<file path="config.mk">
export PLATFORM = sky130hd
export DESIGN_NAME = register_to_accumulator_transfer
export DESIGN_NICKNAME = d
export VERILOG_FILES = /design/src/xfer_pkg.sv /design/src/xfer_decode.sv /design/src/register_to_accumulator_transfer.sv
export SDC_FILE = /design/constraint.sdc
export NUM_CORES = 1
export LEC_CHECK = 0
export ABC_AREA = 1
export BUFFER_PORTS_ARGS = -buffer_cell sky130_fd_sc_hd__buf_2
export CELL_PAD_IN_SITES_DETAIL_PLACEMENT = 0
export CELL_PAD_IN_SITES_GLOBAL_PLACEMENT = 1
export CORE_MARGIN = 10
export CORE_UTILIZATION = 31
export CTS_CLUSTER_DIAMETER = 50
export DETAILED_ROUTE_END_ITERATION = 10
export PLACE_DENSITY_LB_ADDON = 0.2
export SLEW_MARGIN = 10
export SYNTH_ARGS = -nofsm -noshare
export SYNTH_HDL_FRONTEND = slang
export SYNTH_SLANG_ARGS = --single-unit
</file>
<file path="constraint.sdc">
create_clock -name clk -period 1.3 [get_ports clk]
set_clock_uncertainty 0.1 [all_clocks]
set_input_delay 0.26 -clock clk [delete_from_list [all_inputs] [get_ports clk]]
set_output_delay 0.26 -clock clk [all_outputs]
set_load 0.02 [all_outputs]
</file>
<file path="src/xfer_pkg.sv">
package xfer_pkg;
  localparam int DATA_W = 4;
  localparam int Z_W = 2;
  localparam int OP_W = 10;
  localparam logic [9:0] OP_LOAD_ACC_FROM_X = 10'h052;
  localparam logic [9:0] OP_LOAD_ACC_FROM_Y = 10'h01F;
  localparam logic [9:0] OP_LOAD_ACC_FROM_Z = 10'h053;
  localparam logic [9:0] OP_LOAD_B_FROM_ACC = 10'h00E;
  localparam logic [3:0] ACC_RESET = 4'h0;
  localparam logic [3:0] B_RESET = 4'h0;
  localparam logic FLAG_RESET = 1'b0;
  localparam int CYCLES_PER_OP = 1;
  typedef enum logic [2:0] {
    OP_NONE,
    OP_ACC_X,
    OP_ACC_Y,
    OP_ACC_Z,
    OP_B_ACC
  } xfer_op_t;
endpackage

</file>
<file path="src/xfer_decode.sv">
`timescale 1ns/1ps
module xfer_decode
  import xfer_pkg::*;
(
  input wire logic [xfer_pkg::OP_W-1:0] opcode, // Instruction word
  output xfer_pkg::xfer_op_t op // Decoded transfer kind
);
  always_comb begin
    unique case (opcode)
      OP_LOAD_ACC_FROM_X: op = OP_ACC_X;
      OP_LOAD_ACC_FROM_Y: op = OP_ACC_Y;
      OP_LOAD_ACC_FROM_Z: op = OP_ACC_Z;
      OP_LOAD_B_FROM_ACC: op = OP_B_ACC;
      default: op = OP_NONE;
    endcase
  end
endmodule

</file>
<file path="src/register_to_accumulator_transfer.sv">
`timescale 1ns/1ps
// How it works
// - X opcode copies X into accumulator
// - Y opcode copies Y into accumulator
// - Z opcode puts Z into accumulator low bits
// - Z transfer clears accumulator upper two bits
// - B opcode copies accumulator into B
module register_to_accumulator_transfer
  import xfer_pkg::*;
(
  input wire logic clk, // 200 MHz core clock
  input wire logic rst, // Synchronous reset, active high
  input wire logic instrValid, // Instruction word present this cycle
  input wire logic [xfer_pkg::OP_W-1:0] instr, // Instruction word
  input wire logic [xfer_pkg::DATA_W-1:0] regX, // Register X read port
  input wire logic [xfer_pkg::DATA_W-1:0] regY, // Register Y read port
  input wire logic [xfer_pkg::Z_W-1:0] regZ, // Register Z read port
  input wire logic carryIn, // Carry flag from the core
  output logic [xfer_pkg::DATA_W-1:0] acc_ff, // Accumulator A
  output logic [xfer_pkg::DATA_W-1:0] regB_ff, // Register B
  output logic carry_flag_ff, // Carry flag passed through unchanged
  output logic skipNext_ff, // Skip request, never raised here
  output logic accWrite_ff, // Pulse: accumulator was written
  output logic bWrite_ff // Pulse: register B was written
);
  // Decoded transfer kind, and the same kind gated by the valid strobe
  xfer_op_t op;
  xfer_op_t opQual;

  // One flag per transfer; the decoder keeps them mutually exclusive
  logic isLoadX;
  logic isLoadY;
  logic isLoadZ;
  logic isLoadB;
  logic isAccDest;

  // Z widened to the accumulator, and the source chosen for it
  logic [DATA_W-1:0] zWide;
  logic [DATA_W-1:0] accSrc;

  // Next values, one per register
  logic [DATA_W-1:0] nxt_acc;
  logic [DATA_W-1:0] nxt_regB;
  logic nxt_carry_flag;
  logic nxt_skipNext;
  logic nxt_accWrite;
  logic nxt_bWrite;

  xfer_decode u_dec (
    .opcode(instr),
    .op(op)
  );

  // Idle cycles and unknown words both fall to the no-transfer kind
  always_comb begin
    if (instrValid) begin
      opQual = op;
    end else begin
      opQual = OP_NONE;
    end
  end

  // The three-bit kind has spare codes, hence the default
  always_comb begin
    isLoadX = 1'b0;
    isLoadY = 1'b0;
    isLoadZ = 1'b0;
    isLoadB = 1'b0;
    unique case (opQual)
      OP_ACC_X: begin
        isLoadX = 1'b1;
      end
      OP_ACC_Y: begin
        isLoadY = 1'b1;
      end
      OP_ACC_Z: begin
        isLoadZ = 1'b1;
      end
      OP_B_ACC: begin
        isLoadB = 1'b1;
      end
      OP_NONE: begin
        isLoadB = 1'b0;
      end
      default: begin
        isLoadB = 1'b0;
      end
    endcase
  end

  assign isAccDest = isLoadX || isLoadY || isLoadZ;

  // Per accumulator bit: widen Z, then pick the source
  for (genvar i = 0; i < DATA_W; i++) begin : g_accBit
    logic srcBit;
    if (i < Z_W) begin : g_low
      assign zWide[i] = regZ[i];
    end else begin : g_high
      assign zWide[i] = 1'b0;
    end
    // Priority order costs nothing here, the flags never overlap
    always_comb begin
      if (isLoadX) begin
        srcBit = regX[i];
      end else if (isLoadY) begin
        srcBit = regY[i];
      end else begin
        srcBit = zWide[i];
      end
    end
    assign accSrc[i] = srcBit;
  end

  // Only the three accumulator transfers may change the accumulator
  always_comb begin
    nxt_acc = acc_ff;
    unique case (opQual)
      OP_ACC_X: begin
        nxt_acc = accSrc;
      end
      OP_ACC_Y: begin
        nxt_acc = accSrc;
      end
      OP_ACC_Z: begin
        nxt_acc = accSrc;
      end
      OP_B_ACC: begin
        nxt_acc = acc_ff;
      end
      OP_NONE: begin
        nxt_acc = acc_ff;
      end
      default: begin
        nxt_acc = acc_ff;
      end
    endcase
  end

  // B reads the accumulator register, not nxt_acc, so it takes the old value
  always_comb begin
    nxt_regB = regB_ff;
    unique case (opQual)
      OP_B_ACC: begin
        nxt_regB = acc_ff;
      end
      OP_ACC_X: begin
        nxt_regB = regB_ff;
      end
      OP_ACC_Y: begin
        nxt_regB = regB_ff;
      end
      OP_ACC_Z: begin
        nxt_regB = regB_ff;
      end
      OP_NONE: begin
        nxt_regB = regB_ff;
      end
      default: begin
        nxt_regB = regB_ff;
      end
    endcase
  end

  // Carry is only mirrored from the core; no transfer may alter it
  always_comb begin
    nxt_carry_flag = carryIn;
    nxt_skipNext = FLAG_RESET;
  end

  // Write pulses let the core see which destination changed
  always_comb begin
    nxt_accWrite = isAccDest;
    nxt_bWrite = isLoadB;
  end

  // Accumulator
  always_ff @(posedge clk) begin
    if (rst) begin
      acc_ff <= ACC_RESET;
    end else begin
      acc_ff <= nxt_acc;
    end
  end

  // Register B
  always_ff @(posedge clk) begin
    if (rst) begin
      regB_ff <= B_RESET;
    end else begin
      regB_ff <= nxt_regB;
    end
  end

  // Carry mirror, one cycle behind the core
  always_ff @(posedge clk) begin
    if (rst) begin
      carry_flag_ff <= FLAG_RESET;
    end else begin
      carry_flag_ff <= nxt_carry_flag;
    end
  end

  // Skip request stays low: none of these transfers skips
  always_ff @(posedge clk) begin
    if (rst) begin
      skipNext_ff <= FLAG_RESET;
    end else begin
      skipNext_ff <= nxt_skipNext;
    end
  end

  // Accumulator write pulse
  always_ff @(posedge clk) begin
    if (rst) begin
      accWrite_ff <= FLAG_RESET;
    end else begin
      accWrite_ff <= nxt_accWrite;
    end
  end

  // Register B write pulse
  always_ff @(posedge clk) begin
    if (rst) begin
      bWrite_ff <= FLAG_RESET;
    end else begin
      bWrite_ff <= nxt_bWrite;
    end
  end
endmodule

</file>
---- Yosys cells after proc, flatten, opt, wreduce, memory -nomap -nowiden ----
Index checks and enable logic that the tools add are counted.
storage, ports and cells
  word-level logic and storage cells ...... 30
  ROM bits ................................ 0
  input bits .............................. 24
  memories ................................ 0
  output and inout bits ................... 12
  latch bits .............................. 0
  bits in writable memories ............... 0
  flip-flop bits (word level) ............. 11
cells by class
  magnitude comparators ................... 0
  reduce and logical (&&, ||, !) cells .... 3
  eq/ne operators ......................... 8
  divide/modulo/power cells ............... 0
  multiplexer cells ....................... 14
  shift-type cells ........................ 0
  $mul .................................... 0
  bitwise operators ....................... 0
  add/subtract/negate cells ............... 0
operators with widths
  kind                                                                    count
  10-bit by 7-bit equality test with 1-bit output, second input constant  2
  1-bit 2-to-1 mux                                                        12
  3-bit one-hot mux with 4 select lines                                   1
  10-bit by 4-bit equality test with 1-bit output, second input constant  1
  10-bit by 5-bit equality test with 1-bit output, second input constant  1
  3-bit by 2-bit equality test with 1-bit output, second input constant   2
  3-bit by 1-bit equality test with 1-bit output, second input constant   1
  3-bit equality test, second input constant                              1
  3-bit 2-to-1 mux                                                        1
  3-bit OR reduction                                                      1
  1-bit logical OR                                                        2

---- Logic depth before layout (Yosys ltp) ----
Gate-level depths: netlist of run 1.
  depth after elaboration ................. 7
  depth in mapped cells ................... 12
  mapped depth without buffers ............ 12

---- Modules after synthesis ----
Synthesis of run 1 repeated with hierarchy kept, for this count alone.
second synthesis, totals
  cells, all modules ...................... 103
  area, all modules ....................... 645.6 sq um
by module, submodules not included
  module                            area an instance (sq um)  sequential area each (sq um)  cells an instance  instances
  register_to_accumulator_transfer  520.5                     220.2                         74                 1
  xfer_decode                       125.1                     0.0                           29                 1

---- Least setup slack after synthesis of run 1 ----
No wires, ideal clock.
  path type ............................... input -> register
  start point ............................. input instr[7] (netlist name)
  end point ............................... register acc_ff[3] (netlist name)
  setup slack ............................. 0.070 ns
  path buffers ............................ 0
  stages .................................. 12
  setup time .............................. 0.109 ns
  data required time ...................... 1.091 ns
  data arrival time ....................... 1.021 ns
  path through ............................ inv_2 -> nand2_1 -> nor2_4 -> nand2_2 -> nand2_4 -> nand2_2 -> nand3_2 -> inv_2 -> nand2_1 -> nand3_1 -> nand2_1 -> inv_1
on the way
  word-level cells in the longest chain between the ends .. 7
  elaborated cells between the ends (all ways) .. 14
  those cells by class .................... eq/ne: 7; mux: 6; reduce/logical: 1
RTL lines
  item                                                                     RTL line                                                                         text
  start, declared                                                          register_to_accumulator_transfer.sv:14                                           input wire logic [xfer_pkg::OP_W-1:0] instr,
  10-bit by 4-bit equality test with 1-bit output (tied with other cells)  xfer_decode.sv:9                                                                 unique case (opcode)
  3-bit one-hot mux with 4 select lines *                                  xfer_decode.sv:9
  3-bit 2-to-1 mux *                                                       register_to_accumulator_transfer.sv:56                                           if (instrValid) begin
  3-bit by 2-bit equality test with 1-bit output                           register_to_accumulator_transfer.sv:69, register_to_accumulator_transfer.sv:117
  1-bit 2-to-1 mux                                                         register_to_accumulator_transfer.sv:69                                           unique case (opQual)
  1-bit 2-to-1 mux                                                         register_to_accumulator_transfer.sv:105                                          end else if (isLoadY) begin
  1-bit 2-to-1 mux                                                         register_to_accumulator_transfer.sv:103                                          if (isLoadX) begin
  end signal, assigned                                                     register_to_accumulator_transfer.sv:181                                          acc_ff <= nxt_acc;
  end, declared                                                            register_to_accumulator_transfer.sv:19                                           output logic [xfer_pkg::DATA_W-1:0] acc_ff,
Mark *: on every way between the ends. The rest lies on a longest branch, timed or not.
A chain may end at the register's enable or synchronous reset.

---- Final worst setup path of run 1 ----
  start point ............................. register acc_ff[3] (netlist name)
  end point ............................... output acc_ff[3] (netlist name)
No word-level cell between the ends.

==> results of run 1 <==
-- flip-flops by register name, summed over array words and instances, names as in the netlist --
signal and flops:
acc_ff 4, carry_flag_ff 1, bWrite_ff 1, accWrite_ff 1, regB_ff 4
-- metrics by stage --
step | cells | power [mW] | utilization [%] | hold WS [ps] | cell area [µm²]
after detailed placement | 199 | 0.499 | 45.0 | 333 | 1140
final | 203 | 0.714 | 46.0 | 107 | 1170
after floorplan | 124 | 0.424 | - | 229 | 855
after global routing | 203 | 0.761 | 46.0 | 110 | 1170
after CTS | 203 | 0.729 | 46.0 | 107 | 1170
after global placement | 199 | 0.495 | 45.0 | 329 | 1140
-- power groups by stage --
stage / combinational [mW] / sequential [mW] / clock (mW)
after floorplan: 0.0742 / 0.350 / 0
after global placement: 0.147 / 0.347 / 0
after detailed placement: 0.151 / 0.347 / 0
after CTS: 0.152 / 0.339 / 0.237
after global routing: 0.168 / 0.339 / 0.253
final: 0.150 / 0.339 / 0.225
-- path summary, 6_finish.rpt --
| path | to | slack (ps) | cells after the start |
|---|---|---|---|
| min | carry_flag_ff | 110 | 3 |
| min reg2reg | regB_ff[2] | 340 | 2 |
| max | acc_ff[3] | 110 | 1 |
| max reg2reg | acc_ff[3] | 460 | 4 |
-- logic make-up (layout without fill, tap and decap cells) --
family          count (synthesis)  after routing  share of synthesized area, %
compound gates                 14             14                          10.5
buf+inv                        30             79                          13.6
flops                          11             11                          25.8
other cells                     1              1                         0.439
simple gates                   68             68                          49.6
-- routing by layer --
metal / GRT usage, % / wire, µm / vias to the layer above
met4: 2.74 / 0 / 0
met1: 10.0 / 994 / 396
met3: 3.67 / 191 / 0
li1: - / - / 489
met5: 0 / 0 / -
met2: 15.9 / 1060 / 23
-- placed cells by master (no fill, tap or decap), types with 4 or more instances in the layout --
cell type,synthesis,final
sky130_fd_sc_hd__a21oi_1,5,5
sky130_fd_sc_hd__buf_2,0,34
sky130_fd_sc_hd__buf_4,1,12
sky130_fd_sc_hd__dfxtp_1,11,11
sky130_fd_sc_hd__inv_1,20,20
sky130_fd_sc_hd__inv_2,8,8
sky130_fd_sc_hd__nand2_1,16,16
sky130_fd_sc_hd__nand2_2,8,8
sky130_fd_sc_hd__nand2_4,4,4
sky130_fd_sc_hd__nand3_1,10,10
sky130_fd_sc_hd__nand4_1,8,8
sky130_fd_sc_hd__nor2_1,11,11
sky130_fd_sc_hd__nor2_4,4,4
sky130_fd_sc_hd__o21ai_0,4,4
-- area by class of cell --
cell class | instances | share of cell area, %
clock buffer | 4 | 2.24
inverter | 29 | 9.29
multi-input combinational | 83 | 44.2
sequential | 11 | 18.8
tap | 30 | 3.21
timing repair buffer | 46 | 22.2
-- tightest hold or removal path, delay by kind of cell --
family                 cells  cell delay [ps]
and+or+nand+nor            1               60
buffers and inverters      2              110
==> metrics.md, run 1 <==
| Metric | Value |
|---|---|
| TritonCTS Buffers | 3 |
| Launching point of the worst reg2reg path | acc_ff[3] |
| Number of buffers inserted by post-CTS setup repair | 0 |
| Average wire length per cell after detail routing | 11.1 µm |
| Fmax | 844 MHz |
| Worst EP arrival | ~830 ps |
| Vias in the first global route | ~1000 |
| Logic pwr share | 21.0% |
| WP data required | 940 ps |
| Leading cell types by count after synthesis | sky130_fd_sc_hd__inv_1, sky130_fd_sc_hd__nand2_1, sky130_fd_sc_hd__dfxtp_1, sky130_fd_sc_hd__nor2_1, sky130_fd_sc_hd__nand3_1 |
| Clock period minus final worst setup slack | 1190 ps |
| Internal power | 0.519 mW |
| Synthesized Nets | between 100 and 150 |
| Share of synthesized area occupied by flip-flops and latches | between 20% and 30% |
| CP top delay family | flip-flops |
| Portion of total power attributed to sequential cells | 47.5% |
| Number of enable flip-flop cells after synthesis | 0 |
| Slowest Stage Delay on Critical Path | about 380 ps |
| RSZ-0062 raised after global routing | true |
| Clock latency reported for the late side of the worst-skew pair | around 260 ps |
| Max IR drop VDD | 0.414 mV |
| Gates resized, CTS repair | 0 |
| Status | completed |
| Ports | 36 |
| CTS root buffer | sky130_fd_sc_hd__clkbuf_4 |
| GR Util All Layers | a little under a tenth |
| Placer's final routability congestion estimate | 0.762 |
| Total inserted antenna cells | 0 |
| Layout net count | 198 |
| Most area-hungry cell type in the Yosys netlist | sky130_fd_sc_hd__dfxtp_1 |
| Origin of the worst setup path | acc_ff[3] |
| Sink Count | 11 |
| Clock group share of total power | around a third |
| DR iter-0 viols | 33 |
| Aggregate negative setup slack | 0 ps |
| Die Wd | ~73 µm |
| Cell with the most instances after synthesis | sky130_fd_sc_hd__inv_1 |
| Antenna-violating nets left | 0 |
| CP Cell Sequence | buf_2 |
| Hold buffer count at cts | 0 |
| Worst hold path class | input port to register |
| Most used flip-flop cell after synthesis | sky130_fd_sc_hd__dfxtp_1 |
| Max-capacitance violation count | 0 |
| CP bufs+invs | 1 |
| Area fraction of the dominant cell type after synthesis | about a quarter |
| DRC violations left | 0 |
| Maximum count of clock buffers along a single path | 2 |
| Share of async-settable or async-resettable flops after synthesis | 0% |
| Initial antenna violation count | 0 |
| Wire length after detailed routing | ~2200 µm |
| Number of pins exceeding their max-slew limit in the final report | 0 |
| Num rows | 18 |
| P&R area growth vs syn | 37.0% |
| CTS HTree Levels | 1 |
| Total of fill cells in the finished design | 293 |
| Number of synthesized register bits | 11 |
| Leftover overflow at the end of global routing | 0 |
| Cell types with the largest area share after synthesis | sky130_fd_sc_hd__dfxtp_1, sky130_fd_sc_hd__inv_1, sky130_fd_sc_hd__nand2_1 |
| Placement Setup Slack | -145 ps |
| CP max-delay cell | sky130_fd_sc_hd__dfxtp_1 |
| Net switching power figure | just under 0.2 mW |
| Die area | 5260 µm² |
| Combined area of all synthesized cells | 855 µm² |
| Portion of the clock cycle consumed by the worst path in the final layout | 91.2% |
| Power per unit of standard cell area | 610 nW/µm² |
| Number of vias per cell | 4.47 |
| Leakage power figure | 0.678 nW |
| Count of cell types in the netlist | 22 |
| Critical hold path startpoint | carryIn |
| Share of total power consumed by net switching | 27.3% |
| Fraction of layout instances using a drive strength above 1 | 46.8% |
| Maximum fanout along the worst path | 3 |
| Category of the most critical setup path | register to output pin |
| Die Y-Extent | between 70 and 80 µm |
| Port Buffers | 34 |
| Count of TritonRoute iterations in the first routing pass | 4 |
| Wire length of the first global-routing pass | 4100 µm |
| Worst path setup slack after routing | 115 ps |
| Final setup fails | 0 |
| Multi-input gate area | approximately 520 µm² |
| Clock slew at the register clock pins of the worst setup and hold paths | about 70 ps |
| Standard cell core area | 2540 µm² |
| Detailed placer's ending HPWL | 2040 µm |
| CTS tree | done |
| Area used by sequential logic in the layout | approximately 220 µm² |
| Initial core utilization | 33.6% |
| Maximum number of pins on one net before global-route repair | 7 |
| CP Capture Type | output pin |
| Synthesized instance count | 124 |
| Vias after detailed routing | 908 |
| Worst setup SP type | register |
| Final Hold Viols | 0 |
| Post-Synthesis Mean Instance Area | 6.89 µm² |
| Warning count from the yosys run | 0 |
Power figures use the tool's default switching activity.
==> inputs of run 2 (changes only) <==
--- a/config.mk
+++ b/config.mk
@@ -6,13 +6,13 @@
 export NUM_CORES = 1
 export LEC_CHECK = 0
 export ABC_AREA = 1
-export BUFFER_PORTS_ARGS = -buffer_cell sky130_fd_sc_hd__buf_2
 export CELL_PAD_IN_SITES_DETAIL_PLACEMENT = 0
 export CELL_PAD_IN_SITES_GLOBAL_PLACEMENT = 1
 export CORE_MARGIN = 10
-export CORE_UTILIZATION = 31
+export CORE_UTILIZATION = 41
 export CTS_CLUSTER_DIAMETER = 50
 export DETAILED_ROUTE_END_ITERATION = 10
+export DONT_BUFFER_PORTS = 1
 export PLACE_DENSITY_LB_ADDON = 0.2
 export SLEW_MARGIN = 10
 export SYNTH_ARGS = -nofsm -noshare
==> run 2 against run 1 <==
  * Sequential share of layout area grew 4.2 points
  * Total power is 7.1% lower
  * First-iteration DRC count down 55%
  * Combinational power decreased by 39%
  * Core utilization up 2.8 points
  * Non-clock buffer count fell by 40
  * Worst hold slack lost 52 ps
  * Via count is 16% lower
  * Largest power group unchanged
  * Register-to-register slack lost 90 ps
  * Global-route usage is 0.83 points higher
  * Maximum frequency grew 6.3%
  * Largest cell class unchanged
  * Clock power rose by 2%
==> metrics.md, run 2 (synthesis results as in run 1) <==
| Metric | Value |
|---|---|
| Wire length of the first global-routing pass | 3570 µm |
| Reg-to-reg critical path endpoint | regB_ff[2] |
| Cell count after placement | 154 |
| CTS tree | done |
| Top flop regs | acc_ff (4), regB_ff (4) |
| RSZ-0062 raised after global routing | false |
| Port Buffers | 0 |
| Initial antenna violation count | 0 |
| DRC violations left | 0 |
| Placer's final routability congestion estimate | 0.799 |
| Slack of the worst reg-to-reg path | 370 ps |
| Final setup fails | 0 |
| WP data required | 940 ps |
| Die Wd | 65.7 µm |
| Maximum count of clock buffers along a single path | 2 |
| Layout net count | 158 |
| Worst setup SP type | register |
| Fmax | 897 MHz |
| Number of pins exceeding their max-slew limit in the final report | 0 |
| Standard cell core area | slightly below 2000 µm² |
| Die area | 4310 µm² |
| Worst min-delay path endpoint | bWrite_ff |
| Final Hold Viols | 0 |
| Wire length after detailed routing | 2010 µm |
| Critical hold path startpoint | instr[0] |
| Worst path setup slack after routing | 185 ps |
| Most frequent standard cell in the layout excluding fill and tap cells | sky130_fd_sc_hd__inv_1 |
| Clock slew at the register clock pins of the worst setup and hold paths | approximately 70 ps |
| Portion of the clock cycle consumed by the worst path in the final layout | 85.8% |
| Number of non-filler instances in the completed layout | 160 |
| Maximum number of pins on one net before global-route repair | 9 |
| Fraction of layout instances using a drive strength above 1 | 29.3% |
| Power per unit of standard cell area | 693 nW/µm² |
| Launching point of the worst reg2reg path | acc_ff[2] |
| Category of the most critical setup path | register to output pin |
| Highest-count cells in the layout ignoring fill and taps | sky130_fd_sc_hd__inv_1, sky130_fd_sc_hd__nand2_1, sky130_fd_sc_hd__nor2_1, sky130_fd_sc_hd__dfxtp_1, sky130_fd_sc_hd__nand3_1 |
| Clock period minus final worst setup slack | around 1100 ps |
| CP Capture Type | output pin |
| Max-capacitance violation count | 0 |
| Initial core utilization | 43.6% |
| Finished Core Util | 48.8% |
| Detailed placer's ending HPWL | 1760 µm |
| Vias in the first global route | 783 |
| Num rows | 16 |
| Number of stages on the worst hold path | 3 |
| Clock latency reported for the late side of the worst-skew pair | 260 ps |
| DR iter-0 viols | 15 |
| Sink Count | 11 |
| Die Y-Extent | 65.7 µm |
| Average wire length per cell after detail routing | 12.5 µm |
| Count of TritonRoute iterations in the first routing pass | 4 |
| Antenna-violating nets left | 0 |
| GR Util All Layers | 10.0% |
| Aggregate negative setup slack | 0 ps |
| Status | completed |
| Worst EP arrival | 760 ps |
| Leftover overflow at the end of global routing | 0 |
| TritonCTS Buffers | 3 |
| Worst-case reg-to-reg path depth | 2 |
| Vias after detailed routing | 762 |
| Max IR drop VDD | 0.580 mV |
| CTS root buffer | sky130_fd_sc_hd__clkbuf_4 |
| Total inserted antenna cells | 0 |
| Leakage power figure | 0.498 nW |
| P&R area growth vs syn | 12.0% |
| Number of vias per cell | 4.76 |
| Ports | 36 |
| Maximum fanout along the worst path | 3 |
| Post-Route Hold Slack | 54.6 ps |
| CTS HTree Levels | 1 |
| Worst hold path class | input port to register |
| Placement Setup Slack | -40.1 ps |
## run 2: changes by cell type in the layout (fill, tap and decap cells not counted)
cell                            change
sky130_fd_sc_hd__buf_2             -34
sky130_fd_sc_hd__buf_4              -8
sky130_fd_sc_hd__dlygate4sd3_1      +2
## run 2: through the flow
step	area [µm²]	total power, mW
floorplan	855	0.424
global placement	911	0.436
detailed placement	911	0.436
CTS	957	0.673
global route	957	0.699
finish	957	0.664
## run 2: routing by layer
layer	wire, µm	part of all wire, %	GRT usage, %
met5	0	0	0
met4	0	0	2.41
met3	230	11	5.59
met2	918	46	15.3
met1	856	43	11.8
## run 2: what timing repair did
action / in CTS / in global routing
hold buffers: 2 / 0
buffers inserted: 0 / 0
setup endpoints to repair: 0 / 0
resized for setup: 0 / 0
hold endpoints to repair: 3 / 0
## run 2: report_power, final
group          internal, mW  switching, mW
Clock                 0.119          0.111
Sequential            0.339        0.00360
Combinational        0.0351         0.0568
## run 2: worst max-delay path by stage
stage,startpoint,end,slack (ps),cells after the start
global route,instr[7],acc_ff[3],100,12
detailed placement,instr[7],acc_ff[3],-40,12
global placement,instr[7],acc_ff[3],-30,12
floorplan,instr[7],acc_ff[3],70,12
CTS,acc_ff[3],acc_ff[3],170,0
finish,acc_ff[3],acc_ff[3],180,0
## run 2: final cells by class
| class | instances | area [µm²] |
|---|---|---|
| fill | 237 | 1000 |
| timing repair buffer | 6 | 50.0 |
| inverter | 29 | 109 |
| tap | 27 | 33.8 |
| multi-input combinational | 83 | 518 |
| sequential | 11 | 220 |
| clock buffer | 4 | 26.3 |
==> inputs of run 3 (changes only) <==
--- a/config.mk
+++ b/config.mk
@@ -9,7 +9,7 @@
 export CELL_PAD_IN_SITES_DETAIL_PLACEMENT = 0
 export CELL_PAD_IN_SITES_GLOBAL_PLACEMENT = 1
 export CORE_MARGIN = 10
-export CORE_UTILIZATION = 41
+export CORE_UTILIZATION = 37
 export CTS_CLUSTER_DIAMETER = 50
 export DETAILED_ROUTE_END_ITERATION = 10
 export DONT_BUFFER_PORTS = 1
@@ -17,4 +17,5 @@
 export SLEW_MARGIN = 10
 export SYNTH_ARGS = -nofsm -noshare
 export SYNTH_HDL_FRONTEND = slang
+export SYNTH_HIERARCHICAL = 1
 export SYNTH_SLANG_ARGS = --single-unit
==> run 3 against run 2 <==
  * Sequential share of layout area up 7.0 points
  * Count of clock-buffer cells in the layout is the same
  * Design area fell by 23%
  * Largest power group unchanged
  * Highest routed layer unchanged
==> metrics.md, run 3 <==
| Metric | Value |
|---|---|
| Top flop regs | acc_ff (4), regB_ff (4) |
| Initial core utilization | 38.2% |
| TritonCTS Buffers | 3 |
| Worst hold path class | input port to register |
| Portion of the clock cycle consumed by the worst path in the final layout | 88.8% |
| Layout net count | 135 |
| Clock period minus final worst setup slack | about 1200 ps |
| Max IR drop VDD | 0.786 mV |
| Warning count from the yosys run | 6 |
| Leftover overflow at the end of global routing | 0 |
| Sink Count | 11 |
| Most area-hungry cell type in the Yosys netlist | sky130_fd_sc_hd__dfxtp_1 |
| GR Util All Layers | roughly 8.3% |
| Non-Filler Cell Area, Final | 733 µm² |
| Number of pins exceeding their max-slew limit in the final report | 0 |
| Worst setup SP type | input port |
| Share of async-settable or async-resettable flops after synthesis | 0% |
| Wire length after detailed routing | 1630 µm |
| Power per unit of standard cell area | around 830 nW/µm² |
| DRC violations left | 0 |
| Finished Core Util | 43.4% |
| Die Y-Extent | 61.8 µm |
| Number of enable flip-flop cells after synthesis | 0 |
| Leakage power figure | 0.363 nW |
| WP data required | 1350 ps |
| Port Buffers | 0 |
| Combined area of all synthesized cells | approximately 650 µm² |
| Standard cell area after detailed placement | 687 µm² |
| CP Capture Type | register |
| Die Wd | ~62 µm |
| Fraction of layout instances using a drive strength above 1 | 20.9% |
| Total inserted antenna cells | 0 |
| DR iter-0 viols | 14 |
| Number of vias per cell | 4.76 |
| CTS HTree Levels | 1 |
| CTS tree | done |
| Power Total | between 0.6 and 0.7 mW |
| Detailed placer's ending HPWL | 1380 µm |
| Fmax | roughly 870 MHz |
| Wire length of the first global-routing pass | 2370 µm |
| Area fraction of the dominant cell type after synthesis | 34.1% |
| Count of cell types in the netlist | 17 |
| Initial antenna violation count | 0 |
| CTS root buffer | sky130_fd_sc_hd__clkbuf_4 |
| Post-Synthesis Mean Instance Area | 6.27 µm² |
| Vias after detailed routing | approximately 600 |
| Final Hold Viols | 0 |
| Antenna-violating nets left | 0 |
| Launching point of the worst reg2reg path | acc_ff[0] |
| Worst path setup slack after routing | 145 ps |
| Highest-count cells in the layout ignoring fill and taps | sky130_fd_sc_hd__inv_1, sky130_fd_sc_hd__nand2_1, sky130_fd_sc_hd__nor2_1 |
| Origin of the worst setup path | instr[9] |
| Status | completed |
| Max-capacitance violation count | 0 |
| Gates resized, CTS repair | 0 |
| Vias in the first global route | around 570 |
| Share of synthesized area occupied by flip-flops and latches | 34.1% |
| Clock slew at the register clock pins of the worst setup and hold paths | 70 ps |
| Num rows | 15 |
| Worst EP arrival | about 1200 ps |
| Clock latency reported for the late side of the worst-skew pair | approximately 260 ps |
| Final setup fails | 0 |
| Synthesized instance count | 103 |
| Synthesized Nets | 127 |
| Placer's final routability congestion estimate | 0.703 |
| Cell types with the largest area share after synthesis | sky130_fd_sc_hd__dfxtp_1, sky130_fd_sc_hd__inv_1, sky130_fd_sc_hd__nand2_1 |
| P&R area growth vs syn | 13.6% |
| Ports | 36 |
| Category of the most critical setup path | input port to register |
| Most used flip-flop cell after synthesis | sky130_fd_sc_hd__dfxtp_1 |
| Number of synthesized register bits | 11 |
| Maximum fanout along the worst path | 7 |
| RSZ-0062 raised after global routing | false |
| Average wire length per cell after detail routing | 12.8 µm |
| Standard cell core area | 1690 µm² |
| Critical hold path startpoint | regX[3] |
| Total of fill cells in the finished design | 201 |
| Maximum count of clock buffers along a single path | 2 |
| Die area | 3820 µm² |
| Leading cell types by count after synthesis | sky130_fd_sc_hd__inv_1, sky130_fd_sc_hd__nand2_1, sky130_fd_sc_hd__nor2_1, sky130_fd_sc_hd__dfxtp_1, sky130_fd_sc_hd__nand3_1 |
| Most frequent standard cell in the layout excluding fill and tap cells | sky130_fd_sc_hd__inv_1 |
| Placement Setup Slack | -139 ps |
| Maximum number of pins on one net before global-route repair | 8 |
| Count of TritonRoute iterations in the first routing pass | 4 |
-- run 3: cell count changes in the layout (fill, tap and decap cells not counted), sizes merged, moves of 2 or more --
cell,previous run,this run
nand2,28,24
nor2,17,22
buf,4,2
o21bai,2,0
o21ai,6,4
nand4,8,1
inv,28,22
nand3,13,10
a31oi,0,2
-- run 3: routing by layer --
layer	global-route usage, %	routed length (µm)	up-vias
met5	0	0	-
met4	1.91	0	0
met3	5.89	174	0
met2	14.1	805	18
met1	7.92	650	259
li1	-	-	327
-- run 3: repair_timing --
action / 4_1_cts / 5_1_grt
buffers inserted: 0 / 0
hold endpoints to repair: 5 / 0
hold buffers: 2 / 0
-- run 3: worst paths after layout --
check,endpoint,slack [ps],depth (start not counted)
hold / removal,acc_ff[3],80,2
hold reg to reg,regB_ff[1],470,2
setup reg to reg,acc_ff[0],380,4
setup / recovery,regB_ff[3],150,8
-- run 3: report_power, final --
part	internal, mW	total (mW)	leakage, nW	switching [mW]
Clock	0.118	0.223	0.0150	0.104
Combinational	0.0170	0.0438	0.259	0.0268
Sequential	0.339	0.342	0.0888	0.00359
Total	0.474	0.609	0.363	0.135
-- run 3: cells by family after synthesis --
group                  share of synthesized area, %
AOI/OAI and AO/OA                              8.14
buffers and inverters                          14.0
DFF                                            34.1
other                                         0.581
and+or+nand+nor                                43.2
-- run 3: critical path, stage by stage --
cell	delay [ps]
sky130_fd_sc_hd__nor2_2	130
sky130_fd_sc_hd__nand4_1	160
sky130_fd_sc_hd__nor2_4	200
sky130_fd_sc_hd__nand2_2	90
sky130_fd_sc_hd__nor2_4	140
sky130_fd_sc_hd__inv_1	90
sky130_fd_sc_hd__nor2_1	90
sky130_fd_sc_hd__nor2_1	50
-- run 3: through the flow --
step           hold slack (ps)  std cells  TNS [ps]
2_1_floorplan              229        103         0
3_3_place_gp               232        121      -567
3_5_place_dp               233        121      -620
4_1_cts                   69.7        127         0
5_1_grt                   61.5        127         0
6_report                  75.4        127         0
-- run 3: final cells by class --
type | count | area, µm² | share of cell area (%)
Multi-Input combinational cell | 69 | 348 | 47.4
Sequential cell | 11 | 220 | 30.0
Inverter | 22 | 82.6 | 11.3
Timing Repair Buffer | 4 | 35.0 | 4.78
Clock buffer | 4 | 26.3 | 3.58
Tap cell | 17 | 21.3 | 2.90
